`config.mk`:
```
export PLATFORM = sky130hd
export DESIGN_NAME = lcd_timing_driver
export DESIGN_NICKNAME = d
export VERILOG_FILES = /design/src/hdl/lcd_timing_pkg.sv /design/src/hdl/lcd_timing_driver.sv
export VERILOG_INCLUDE_DIRS = /design/src /design/src/hdl
export SDC_FILE = /design/constraint.sdc
export NUM_CORES = 1
export LEC_CHECK = 0
export BUFFER_PORTS_ARGS = -buffer_cell sky130_fd_sc_hd__buf_2
export CAP_MARGIN = 20
export CORE_MARGIN = 2
export CORE_UTILIZATION = 45
export DETAILED_ROUTE_END_ITERATION = 6
export PLACE_DENSITY = 0.73
export SLEW_MARGIN = 25
export SYNTH_ARGS = -nofsm -noshare
export SYNTH_HDL_FRONTEND = slang
export SYNTH_SLANG_ARGS = --single-unit
```
`constraint.sdc`:
```
create_clock -name i_clock -period 2.4 [get_ports i_clock]
set_clock_uncertainty 0.05 [all_clocks]
set_input_delay 0.48 -clock i_clock [delete_from_list [all_inputs] [get_ports i_clock]]
set_output_delay 0.48 -clock i_clock [all_outputs]
set_load 0.01 [all_outputs]
```
`src/hdl/lcd_timing_cfg.svh`:
```
/*
 constants of the display timing driver: clock rates, dividers, register map.
 assumes inclusion by the driver module and the bench.
*/
`ifndef LCD_TIMING_CFG_SVH
`define LCD_TIMING_CFG_SVH
`define LCD_SYS_HZ 50000000
`define LCD_CLK_SLOW_HZ 1970
`define LCD_CLK_FAST_HZ 2640
`define LCD_OSC_DIV 64
`define LCD_FRAME_DIV 24
`define LCD_OSC_CYC_SLOW (`LCD_SYS_HZ / (`LCD_CLK_SLOW_HZ * `LCD_OSC_DIV))
`define LCD_OSC_CYC_FAST (`LCD_SYS_HZ / (`LCD_CLK_FAST_HZ * `LCD_OSC_DIV))
`define LCD_SEG_COUNT 80
`define LCD_BP_COUNT 4
`define LCD_ADDR_CTRL 12'h000
`define LCD_ADDR_STATUS 12'h004
`define LCD_ADDR_RAM_LO 12'h100
`define LCD_ADDR_RAM_HI 12'h23C
`define LCD_CTRL_RESET 4'h0
`define LCD_STAT_SLOT_LSB 0
`define LCD_STAT_POL_BIT 2
`define LCD_STAT_CNT_LSB 3
`define LCD_STAT_FRAMES_LSB 8
`define LCD_RESP_OKAY 2'h0
`define LCD_RESP_SLVERR 2'h2
`endif

```
`src/hdl/lcd_timing_pkg.sv`:
```
/*
 types of the display timing driver.
 assumes nothing beyond a SystemVerilog compiler.
*/
`default_nettype none
package lcd_timing_pkg;
   typedef enum logic [1:0] {
      MODE_MUX4 = 2'h0,
      MODE_STATIC = 2'h1,
      MODE_MUX2 = 2'h2,
      MODE_MUX3 = 2'h3
   } drive_mode_t;
   typedef enum logic [1:0] {
      LVL_VSS = 2'h0,
      LVL_LO = 2'h1,
      LVL_HI = 2'h2,
      LVL_VLCD = 2'h3
   } level_t;
   typedef struct packed {
      logic disp_en;
      logic half_bias;
      drive_mode_t mode;
   } ctrl_t;
   typedef struct packed {
      logic [1:0] slot;
      logic pol;
      logic first;
   } phase_t;
endpackage
`default_nettype wire

```
`src/hdl/lcd_timing_driver.sv`:
```
/*
 display timing and drive sequencing core with an AXI4-Lite register slave.
 assumes a 50 MHz i_clock, pins synchronous to it, and one AXI4-Lite master.
*/
// Functional notes
// - internal oscillator divided by 64 gives the working clock.
// - oscillator select low: internal oscillator on, clock pin drives out.
// - oscillator select high: clock pin is input, used undivided.
// - one frame every 24 working-clock periods.
// - frame_rate_select high gives 1970 Hz clock, low 2640 Hz.
// - cascade_sync keeps frame timing aligned across drivers.
// - drive mode comes from the mode-setting command.
// - static mode: one backplane, two levels, segments fully on or off.
// - 1:2 mode: two slots, half bias or third bias.
// - 1:3 mode: three slots, third bias preferred.
// - 1:4 mode: four slots, third bias preferred.
// - half bias also allowed in 1:3 and 1:4 modes.
// - display register holds one slot of RAM, bit per segment.
// - 80 segment outputs from display register and current phase.
// - four backplanes follow mode; in 1:4 each has its own slot.
// - 1:3 mode: backplane 3 equals backplane 1.
// - 1:2 mode: backplane 2 equals 0, 3 equals 1.
// - static mode: all four backplanes identical.
// - reset selects 1:4 with third bias, display disabled.
// - RAM rows 0 to 3 feed slots of backplanes 0 to 3.
`include "lcd_timing_cfg.svh"
`default_nettype none
module lcd_timing_driver
   import lcd_timing_pkg::*;
(
   input wire logic i_clock,
   input wire logic i_nrst,
   input wire logic [11:0] i_awaddr,
   input wire logic i_awvalid,
   output logic o_awready,
   input wire logic [31:0] i_wdata,
   input wire logic [3:0] i_wstrb,
   input wire logic i_wvalid,
   output logic o_wready,
   output logic [1:0] o_bresp,
   output logic o_bvalid,
   input wire logic i_bready,
   input wire logic [11:0] i_araddr,
   input wire logic i_arvalid,
   output logic o_arready,
   output logic [31:0] o_rdata,
   output logic [1:0] o_rresp,
   output logic o_rvalid,
   input wire logic i_rready,
   input wire logic i_osc_select,
   input wire logic i_frame_rate_select,
   input wire logic i_clk_in,
   output logic o_clk_out,
   output logic o_clk_oe_n,
   input wire logic i_sync_in,
   output logic o_sync_out,
   output logic o_sync_oe_n,
   output var level_t o_backplane_out_0,
   output var level_t o_backplane_out_1,
   output var level_t o_backplane_out_2,
   output var level_t o_backplane_out_3,
   output var level_t [79:0] o_segment_outputs
);
   localparam logic [8:0] OSC_CYC_SLOW = 9'(`LCD_OSC_CYC_SLOW);
   localparam logic [8:0] OSC_CYC_FAST = 9'(`LCD_OSC_CYC_FAST);
   localparam logic [4:0] FRAME_LAST = 5'(`LCD_FRAME_DIV - 1);
   localparam logic [4:0] FRAME_HALF = 5'(`LCD_FRAME_DIV / 2);
   localparam int SEGS = `LCD_SEG_COUNT;
   localparam int BPS = `LCD_BP_COUNT;

   // ==========================================================
   // functions
   function automatic logic is_ram(input logic [11:0] a);
      return (a >= `LCD_ADDR_RAM_LO) && (a <= `LCD_ADDR_RAM_HI);
   endfunction

   function automatic logic [6:0] ram_idx(input logic [11:0] a);
      logic [11:0] off;
      off = a - `LCD_ADDR_RAM_LO;
      return off[8:2];
   endfunction

   function automatic logic mapped(input logic [11:0] a);
      return (a == `LCD_ADDR_CTRL) || (a == `LCD_ADDR_STATUS) || is_ram(a);
   endfunction

   function automatic phase_t decode_phase(input drive_mode_t m, input logic [4:0] c);
      phase_t p;
      logic [4:0] rem;
      p = '0;
      rem = 5'h00;
      case (m)
         MODE_STATIC: begin
            p.slot = 2'h0;
            p.pol = (c >= 5'd12);
            p.first = (c == 5'h00);
         end
         MODE_MUX2: begin
            p.slot = {1'b0, c >= 5'd12};
            p.pol = (c >= 5'd18) || ((c >= 5'd6) && (c < 5'd12));
            p.first = (c == 5'h00) || (c == 5'd12);
         end
         MODE_MUX3: begin
            p.slot = c[4:3];
            p.pol = c[2];
            p.first = (c[2:0] == 3'h0);
         end
         default: begin
            p.slot = (c < 5'd6) ? 2'h0 : (c < 5'd12) ? 2'h1 : (c < 5'd18) ? 2'h2 : 2'h3;
            rem = c - 5'({p.slot, 2'b00}) - 5'({p.slot, 1'b0});
            p.pol = (rem >= 5'd3);
            p.first = (rem == 5'h00);
         end
      endcase
      return p;
   endfunction

   function automatic logic bp_selected(input drive_mode_t m, input logic [1:0] i,
                                        input logic [1:0] s);
      case (m)
         MODE_STATIC: return 1'b1;
         MODE_MUX2: return i[0] == s[0];
         MODE_MUX3: return (i == 2'h3) ? (s == 2'h1) : (i == s);
         default: return i == s;
      endcase
   endfunction

   // half bias: both middle levels collapse onto one mid level
   function automatic level_t bp_level(input logic sel, input logic pol, input logic half);
      if (sel) begin
         return pol ? LVL_VSS : LVL_VLCD;
      end
      if (half) begin
         return LVL_LO;
      end
      return pol ? LVL_HI : LVL_LO;
   endfunction

   function automatic level_t seg_level(input logic on, input logic pol, input logic half,
                                        input logic stat);
      if (stat) begin
         return (on ^ pol) ? LVL_VSS : LVL_VLCD;
      end
      if (on) begin
         return pol ? LVL_VLCD : LVL_VSS;
      end
      if (half) begin
         return LVL_LO;
      end
      return pol ? LVL_LO : LVL_HI;
   endfunction

   // ==========================================================
   // working clock
   logic [8:0] osc_cnt_ff;
   logic [8:0] osc_limit;
   logic osc_tick;
   logic [5:0] div64_ff;
   logic clk_in_d_ff;
   logic tick;

   assign osc_limit = i_frame_rate_select ? OSC_CYC_SLOW - 9'h001 : OSC_CYC_FAST - 9'h001;
   assign osc_tick = (osc_cnt_ff == osc_limit);
   assign tick = i_osc_select ? (i_clk_in && !clk_in_d_ff) :
                 (osc_tick && (div64_ff == 6'h3F));

   always_ff @(posedge i_clock or negedge i_nrst) begin
      if (!i_nrst) begin
         osc_cnt_ff <= 9'h000;
      end else if (osc_tick || (osc_cnt_ff > osc_limit)) begin
         osc_cnt_ff <= 9'h000;
      end else begin
         osc_cnt_ff <= osc_cnt_ff + 9'h001;
      end
   end

   always_ff @(posedge i_clock or negedge i_nrst) begin
      if (!i_nrst) begin
         div64_ff <= 6'h00;
      end else if (osc_tick) begin
         div64_ff <= div64_ff + 6'h01;
      end
   end

   // clock pin drives out only on the internal oscillator
   always_ff @(posedge i_clock or negedge i_nrst) begin
      if (!i_nrst) begin
         clk_in_d_ff <= 1'b0;
         o_clk_out <= 1'b0;
         o_clk_oe_n <= 1'b1;
      end else begin
         clk_in_d_ff <= i_clk_in;
         o_clk_out <= div64_ff[5];
         o_clk_oe_n <= i_osc_select;
      end
   end

   // ==========================================================
   // frame sequencer and cascade sync
   logic [4:0] frame_cnt_ff;
   logic [7:0] frames_ff;
   logic sync_in_d_ff;
   logic sync_fall;
   logic realign;

   assign sync_fall = sync_in_d_ff && !i_sync_in;
   // another driver started its frame first: follow it
   assign realign = sync_fall && (frame_cnt_ff != 5'h00);

   always_ff @(posedge i_clock or negedge i_nrst) begin
      if (!i_nrst) begin
         frame_cnt_ff <= 5'h00;
      end else if (realign) begin
         frame_cnt_ff <= 5'h00;
      end else if (tick) begin
         frame_cnt_ff <= (frame_cnt_ff == FRAME_LAST) ? 5'h00 : frame_cnt_ff + 5'h01;
      end
   end

   always_ff @(posedge i_clock or negedge i_nrst) begin
      if (!i_nrst) begin
         frames_ff <= 8'h00;
      end else if (tick && !realign && (frame_cnt_ff == FRAME_LAST)) begin
         frames_ff <= frames_ff + 8'h01;
      end
   end

   // open drain: pulled low for the first half of each frame
   always_ff @(posedge i_clock or negedge i_nrst) begin
      if (!i_nrst) begin
         sync_in_d_ff <= 1'b1;
         o_sync_out <= 1'b0;
         o_sync_oe_n <= 1'b1;
      end else begin
         sync_in_d_ff <= i_sync_in;
         o_sync_out <= 1'b0;
         o_sync_oe_n <= !(frame_cnt_ff < FRAME_HALF);
      end
   end

   // ==========================================================
   // registers and display RAM
   ctrl_t ctrl_ff;
   logic [3:0] ram_ff [SEGS];
   logic aw_got_ff;
   logic w_got_ff;
   logic [11:0] awaddr_ff;
   logic [31:0] wdata_ff;
   logic [3:0] wstrb_ff;
   logic do_write;
   logic [31:0] rd_word;
   phase_t cur_phase;

   assign do_write = aw_got_ff && w_got_ff && !o_bvalid;

   always_ff @(posedge i_clock or negedge i_nrst) begin
      if (!i_nrst) begin
         o_awready <= 1'b0;
         aw_got_ff <= 1'b0;
         awaddr_ff <= 12'h000;
      end else if (i_awvalid && o_awready) begin
         o_awready <= 1'b0;
         aw_got_ff <= 1'b1;
         awaddr_ff <= i_awaddr;
      end else if (do_write) begin
         aw_got_ff <= 1'b0;
      end else if (!aw_got_ff && !o_bvalid) begin
         o_awready <= 1'b1;
      end
   end

   always_ff @(posedge i_clock or negedge i_nrst) begin
      if (!i_nrst) begin
         o_wready <= 1'b0;
         w_got_ff <= 1'b0;
         wdata_ff <= 32'h0000_0000;
         wstrb_ff <= 4'h0;
      end else if (i_wvalid && o_wready) begin
         o_wready <= 1'b0;
         w_got_ff <= 1'b1;
         wdata_ff <= i_wdata;
         wstrb_ff <= i_wstrb;
      end else if (do_write) begin
         w_got_ff <= 1'b0;
      end else if (!w_got_ff && !o_bvalid) begin
         o_wready <= 1'b1;
      end
   end

   always_ff @(posedge i_clock or negedge i_nrst) begin
      if (!i_nrst) begin
         o_bvalid <= 1'b0;
         o_bresp <= `LCD_RESP_OKAY;
      end else if (do_write) begin
         o_bvalid <= 1'b1;
         o_bresp <= mapped(awaddr_ff) ? `LCD_RESP_OKAY : `LCD_RESP_SLVERR;
      end else if (o_bvalid && i_bready) begin
         o_bvalid <= 1'b0;
      end
   end

   // mode-set path: low byte lane carries the whole field
   always_ff @(posedge i_clock or negedge i_nrst) begin
      if (!i_nrst) begin
         ctrl_ff <= `LCD_CTRL_RESET;
      end else if (do_write && wstrb_ff[0] && (awaddr_ff == `LCD_ADDR_CTRL)) begin
         ctrl_ff <= wdata_ff[3:0];
      end
   end

   // no reset on the RAM: content is undefined until software fills it
   always_ff @(posedge i_clock) begin
      if (do_write && wstrb_ff[0] && is_ram(awaddr_ff)) begin
         ram_ff[ram_idx(awaddr_ff)] <= wdata_ff[3:0];
      end
   end

   always_comb begin
      rd_word = 32'h0000_0000;
      if (i_araddr == `LCD_ADDR_CTRL) begin
         rd_word[3:0] = ctrl_ff;
      end else if (i_araddr == `LCD_ADDR_STATUS) begin
         rd_word[`LCD_STAT_SLOT_LSB +: 2] = cur_phase.slot;
         rd_word[`LCD_STAT_POL_BIT] = cur_phase.pol;
         rd_word[`LCD_STAT_CNT_LSB +: 5] = frame_cnt_ff;
         rd_word[`LCD_STAT_FRAMES_LSB +: 8] = frames_ff;
      end else if (is_ram(i_araddr)) begin
         rd_word[3:0] = ram_ff[ram_idx(i_araddr)];
      end
   end

   always_ff @(posedge i_clock or negedge i_nrst) begin
      if (!i_nrst) begin
         o_arready <= 1'b0;
         o_rvalid <= 1'b0;
         o_rdata <= 32'h0000_0000;
         o_rresp <= `LCD_RESP_OKAY;
      end else if (i_arvalid && o_arready) begin
         o_arready <= 1'b0;
         o_rvalid <= 1'b1;
         o_rdata <= rd_word;
         o_rresp <= mapped(i_araddr) ? `LCD_RESP_OKAY : `LCD_RESP_SLVERR;
      end else if (o_rvalid && i_rready) begin
         o_rvalid <= 1'b0;
      end else if (!o_rvalid) begin
         o_arready <= 1'b1;
      end
   end

   // ==========================================================
   // display register and drive outputs
   phase_t phase_ff;
   logic moved_ff;
   logic [SEGS-1:0] row_bits;
   logic [SEGS-1:0] disp_reg_ff;
   level_t bp_ff [BPS];

   assign cur_phase = decode_phase(ctrl_ff.mode, frame_cnt_ff);

   always_comb begin
      for (int c = 0; c < SEGS; c++) begin
         row_bits[c] = ram_ff[c][cur_phase.slot];
      end
   end

   always_ff @(posedge i_clock or negedge i_nrst) begin
      if (!i_nrst) begin
         phase_ff <= '0;
         moved_ff <= 1'b0;
      end else begin
         phase_ff <= cur_phase;
         moved_ff <= tick || realign;
      end
   end

   // loaded once per slot so a RAM write never tears a slot
   always_ff @(posedge i_clock or negedge i_nrst) begin
      if (!i_nrst) begin
         disp_reg_ff <= '0;
      end else if (moved_ff && cur_phase.first) begin
         disp_reg_ff <= row_bits;
      end
   end

   always_ff @(posedge i_clock or negedge i_nrst) begin
      if (!i_nrst) begin
         for (int i = 0; i < BPS; i++) begin
            bp_ff[i] <= LVL_VLCD;
         end
      end else if (!ctrl_ff.disp_en) begin
         for (int i = 0; i < BPS; i++) begin
            bp_ff[i] <= LVL_VLCD;
         end
      end else begin
         for (int i = 0; i < BPS; i++) begin
            bp_ff[i] <= bp_level(bp_selected(ctrl_ff.mode, 2'(i), phase_ff.slot),
                                 phase_ff.pol, ctrl_ff.half_bias);
         end
      end
   end

   always_ff @(posedge i_clock or negedge i_nrst) begin
      if (!i_nrst) begin
         for (int c = 0; c < SEGS; c++) begin
            o_segment_outputs[c] <= LVL_VLCD;
         end
      end else if (!ctrl_ff.disp_en) begin
         for (int c = 0; c < SEGS; c++) begin
            o_segment_outputs[c] <= LVL_VLCD;
         end
      end else begin
         for (int c = 0; c < SEGS; c++) begin
            o_segment_outputs[c] <= seg_level(disp_reg_ff[c], phase_ff.pol,
                                              ctrl_ff.half_bias,
                                              ctrl_ff.mode == MODE_STATIC);
         end
      end
   end

   assign o_backplane_out_0 = bp_ff[0];
   assign o_backplane_out_1 = bp_ff[1];
   assign o_backplane_out_2 = bp_ff[2];
   assign o_backplane_out_3 = bp_ff[3];

   // ==========================================================
   // checks
   logic [5:0] osc_seen_ff;
   logic [15:0] gap_ff;
   logic [15:0] gap_want;
   logic [3:0] bp_extreme;
   logic rate_seen_ff;
   logic [1:0] rate_sel_ff;
   logic rate_mixed_ff;

   always_ff @(posedge i_clock or negedge i_nrst) begin
      if (!i_nrst) begin
         osc_seen_ff <= 6'h00;
      end else if (tick) begin
         osc_seen_ff <= 6'h00;
      end else if (osc_tick) begin
         osc_seen_ff <= osc_seen_ff + 6'h01;
      end
   end

   always_ff @(posedge i_clock or negedge i_nrst) begin
      if (!i_nrst) begin
         gap_ff <= 16'h0000;
      end else if (tick) begin
         gap_ff <= 16'h0000;
      end else if (gap_ff != 16'hFFFF) begin
         gap_ff <= gap_ff + 16'h0001;
      end
   end

   assign gap_want = 16'({osc_limit + 9'h001, 6'h00}) - 16'h0001;

   // a rate or source change leaves one mixed period behind it
   always_ff @(posedge i_clock or negedge i_nrst) begin
      if (!i_nrst) begin
         rate_seen_ff <= 1'b0;
         rate_sel_ff <= 2'h0;
         rate_mixed_ff <= 1'b0;
      end else begin
         rate_seen_ff <= 1'b1;
         rate_sel_ff <= {i_osc_select, i_frame_rate_select};
         if (rate_seen_ff && (rate_sel_ff != {i_osc_select, i_frame_rate_select})) begin
            rate_mixed_ff <= 1'b1;
         end else if (tick) begin
            rate_mixed_ff <= 1'b0;
         end
      end
   end

   always_comb begin
      for (int i = 0; i < BPS; i++) begin
         bp_extreme[i] = (bp_ff[i] == LVL_VSS) || (bp_ff[i] == LVL_VLCD);
      end
   end
endmodule // lcd_timing_driver
`default_nettype wire

```
==> summary.txt <==
Status
  – Result of the run: complete, but fails checks
  – Violated checks: setup timing

Cells and area
  – Diode count: 0
  – Final Non-Filler Cells: 3984
  – Area delta synth->final: 24.0%
  – Multi-input logic area: 12600 um2
  – Layout cells sized above 1: 37.1%
  – Fillers: 6047
  – Layout Nets: 2947
  – Design Area, Final: 44700 um2
  – Sequential cell area: 23900 um2

Setup path
  – Setup crit end kind: flip-flop
  – R2r setup slk: -0.21 ns
  – Worst Path Required: 2.87 ns
  – Worst r2r path cells: 11
  – CP max FO: 8
  – Arr. time, crit path: 3.08 ns
  – Critical path type: reg -> reg
  – Type of origin of the critical path: flip-flop

Pwr
  – Internal Power: 30.7 mW
  – Flop pwr share: 48.7%
  – Power, Total: 42.6 mW
  – Clock power share: 31.6%
  – Psw: 11.8 mW
  – Pwr dens: 952 nW/um2
  – IR drop worst, VDD: 0.582 mV
  – Comb power frac: 19.6%
  – Net Sw Frac: 27.8%
  – Leakage: 16.8 nW

STA
  – Setup TNS: -13.91 ns
  – Fmax: 0.383 GHz
  – Max transition margin: 31.5%
  – Fin crit period: 2.61 ns
  – Slew @ Worst Pin: 1.03 ns
  – RSZ-0062 raised after global routing: yes
  – Final Cycle Share: 109%
  – Setup violations, final: 80
  – Final hold vios: 0
  – Setup ws final: -0.209 ns
  – Max-slew violations: 0

GRT
  – First-pass GRT wire length: 137000 um
  – Largest net degree at the start of global routing: 126
  – Vias in the first global route: 22859
  – Antenna violations before repair: 1
  – GRT Residual Overflow: 0
  – All-Layer GR Usage: 21.7%

Place
  – HPWL after detailed placement: 60500 um
  – GPL Wtd Cong: 0.907
  – Place WS: -0.486 ns
  – Placed standard-cell area: 40900 um2
  – Port Buffers: 233
  – Post-placement cell count: 3794

Detailed routing
  – 1st-pass router iterations: 5
  – Via-to-Cell Ratio: 5.58
  – Initial DRC count: 2065
  – Final WL: 90600 um
  – Wire length per cell: 22.7 um
  – Post-route ant nets: 0
  – Vias: 22221
  – DRC viols: 0

CTS
  – Worst skew pair latency: 0.65 ns
  – TritonCTS Buffers: 88
  – Clk Tree Root Cell: clkbuf_16
  – CTS tree: done
  – Worst-case clock buffer depth: 3
  – Clock sink total: 843
  – Clk slew on worst S/H paths: 0.06 ns
  – H-tree levels: 3

Synthesis
  – Largest family of logic cells by synthesized area: multiplexers
  – XOR/XNOR share of the synthesized area: 0.559%
  – Adder-Cell Fraction of Synth Area: 0.590%
  – Synthesized flop and latch total: 843
  – Commonest cells in the netlist: edfxtp_1, mux2i_1, dfstp_2
  – Cell count after synthesis: 2232
  – Synth Area in Compound Gates: 5.67%
  – Post-synth ARST share: 39.3%
  – Prevailing post-synth register cell: edfxtp_1
  – Average size of a mapped cell: 16.1 um2
  – Post-synthesis simple-gate area fraction: 4.53%
  – Synthesized area: 36000 um2
  – Area contributors post-synth: edfxtp_1, dfstp_2, dfrtp_1
  – Synth warnings: 0
  – Mux cell area share after synthesis: 19.7%
  – EDFF count, synth: 512
  – Post-synth top area share: 42.7%
  – Most common cell in the netlist: edfxtp_1
  – Synth area leader: edfxtp_1
  – Seq/Total Area, Yosys: 66.3%
  – Synth cell types: 72

Die
  – Initial Util: 45.5%
  – Die height: 287 um
  – Die outline width: 287 um
  – # rows: 103
  – Die area: 82300 um2
  – I/O pin total: 284
  – Core area: 79100 um2

Worst hold path
  – Min-Delay Path Depth: 2
  – Hold crit path type: in -> reg

Run
  – Max-cap violations: 0
-- routing by layer --
layer  vias up  part of all wire (%)  track usage, %
li1       9736                     -               -
met1     11477                    41            29.4
met2       848                    49            36.4
met3       158                   7.5            3.65
met4         2                   2.5            6.00
met5         -                 0.014               0
-- cells in the final DEF, fill, tap and decap left out, types with 14 or more instances in the layout --
cell,n
mux4_2,119
buf_12,48
clkbuf_16,99
mux2_4,74
nand3_1,20
mux2i_1,280
conb_1,211
clkinv_2,14
nor3_1,16
nor2_2,16
inv_1,20
o21ai_0,16
dfrtp_1,152
edfxtp_1,512
buf_4,188
o211ai_1,168
nand2_1,132
a22o_1,14
buf_2,229
o22ai_1,21
dfstp_2,171
clkbuf_1,19
nor2_1,94
mux2_2,35
-- cell type report --
| cell class | count | share of cell area, % |
|---|---|---|
| sequential | 843 | 53.4 |
| multi-input combinational | 1416 | 28.1 |
| inverter | 22 | 0.202 |
| clock inverter | 40 | 0.770 |
| tap | 1050 | 2.94 |
| clock buffer | 125 | 5.73 |
| timing repair buffer | 488 | 8.79 |
-- state kept, by name, indices dropped and copies added, names as in the netlist, 3 cells and up --
signal             flops
awaddr_ff             12
ctrl_ff                4
disp_reg_ff           80
div64_ff               6
frame_cnt_ff           5
frames_ff              8
o_rdata               16
o_segment_outputs    160
osc_cnt_ff             9
phase_ff               3
ram_ff               512
wdata_ff               4
-- through the flow --
step           utilization (%)  hold WS, ns
3_3_place_gp              51.7        0.362
4_1_cts                   56.0      0.00363
2_1_floorplan                -        0.134
6_report                  56.5       0.0314
5_1_grt                   56.5       0.0188
3_5_place_dp              51.7        0.374
-- worst max-delay path: stages, from the launching register on --
cell and delay, ns:
dfrtp_1 0.37, inv_1 0.07, ha_1 0.23, nor2_4 0.16
ha_4 0.17, xnor2_1 0.06, o211ai_1 0.23, o211ai_1 0.19
a21boi_4 0.23, buf_12 0.20, clkbuf_16 0.20, mux2_4 0.30
-- kinds of logic after synthesis --
| kind of cell | Yosys count |
|---|---|
| DFF | 843 |
| xor gates and xnor gates | 23 |
| other | 1 |
| adders and majority gates | 17 |
| and+or+nand+nor | 361 |
| AOI/OAI and AO/OA | 277 |
| muxes | 527 |
| buffers and inverters | 183 |
-- worst paths after layout --
path                            startpoint                     end
min reg2reg                    div64_ff[5]               o_clk_out
max reg2reg                frame_cnt_ff[0]         disp_reg_ff[11]
min                            i_awaddr[0]            awaddr_ff[0]
min in group asynchronous           i_nrst         disp_reg_ff[12]
max                        frame_cnt_ff[0]         disp_reg_ff[11]
max in group asynchronous           i_nrst  o_segment_outputs[109]
-- power groups by stage --
| stage | clock network, mW | registers [mW] | logic (mW) |
|---|---|---|---|
| 2_1_floorplan | 0 | 20.8 | 4.01 |
| 3_3_place_gp | 0 | 20.7 | 6.93 |
| 3_5_place_dp | 0 | 21.0 | 7.20 |
| 4_1_cts | 13.7 | 20.7 | 7.92 |
| 5_1_grt | 14.3 | 21.0 | 8.96 |
| 6_report | 13.5 | 20.7 | 8.36 |
-- timing repair --
| action | CTS | global route |
|---|---|---|
| buffers inserted | 6 | 5 |
| cloned | 6 | 5 |
| hold buffers | 6 | 0 |
| setup endpoints to repair | 120 | 390 |
| gates resized for setup | 60 | 65 |
| endpoints found under the hold margin | 29 | 0 |
| pin swaps | 6 | 13 |
No activity file was read; power rests on OpenSTA's default activity.
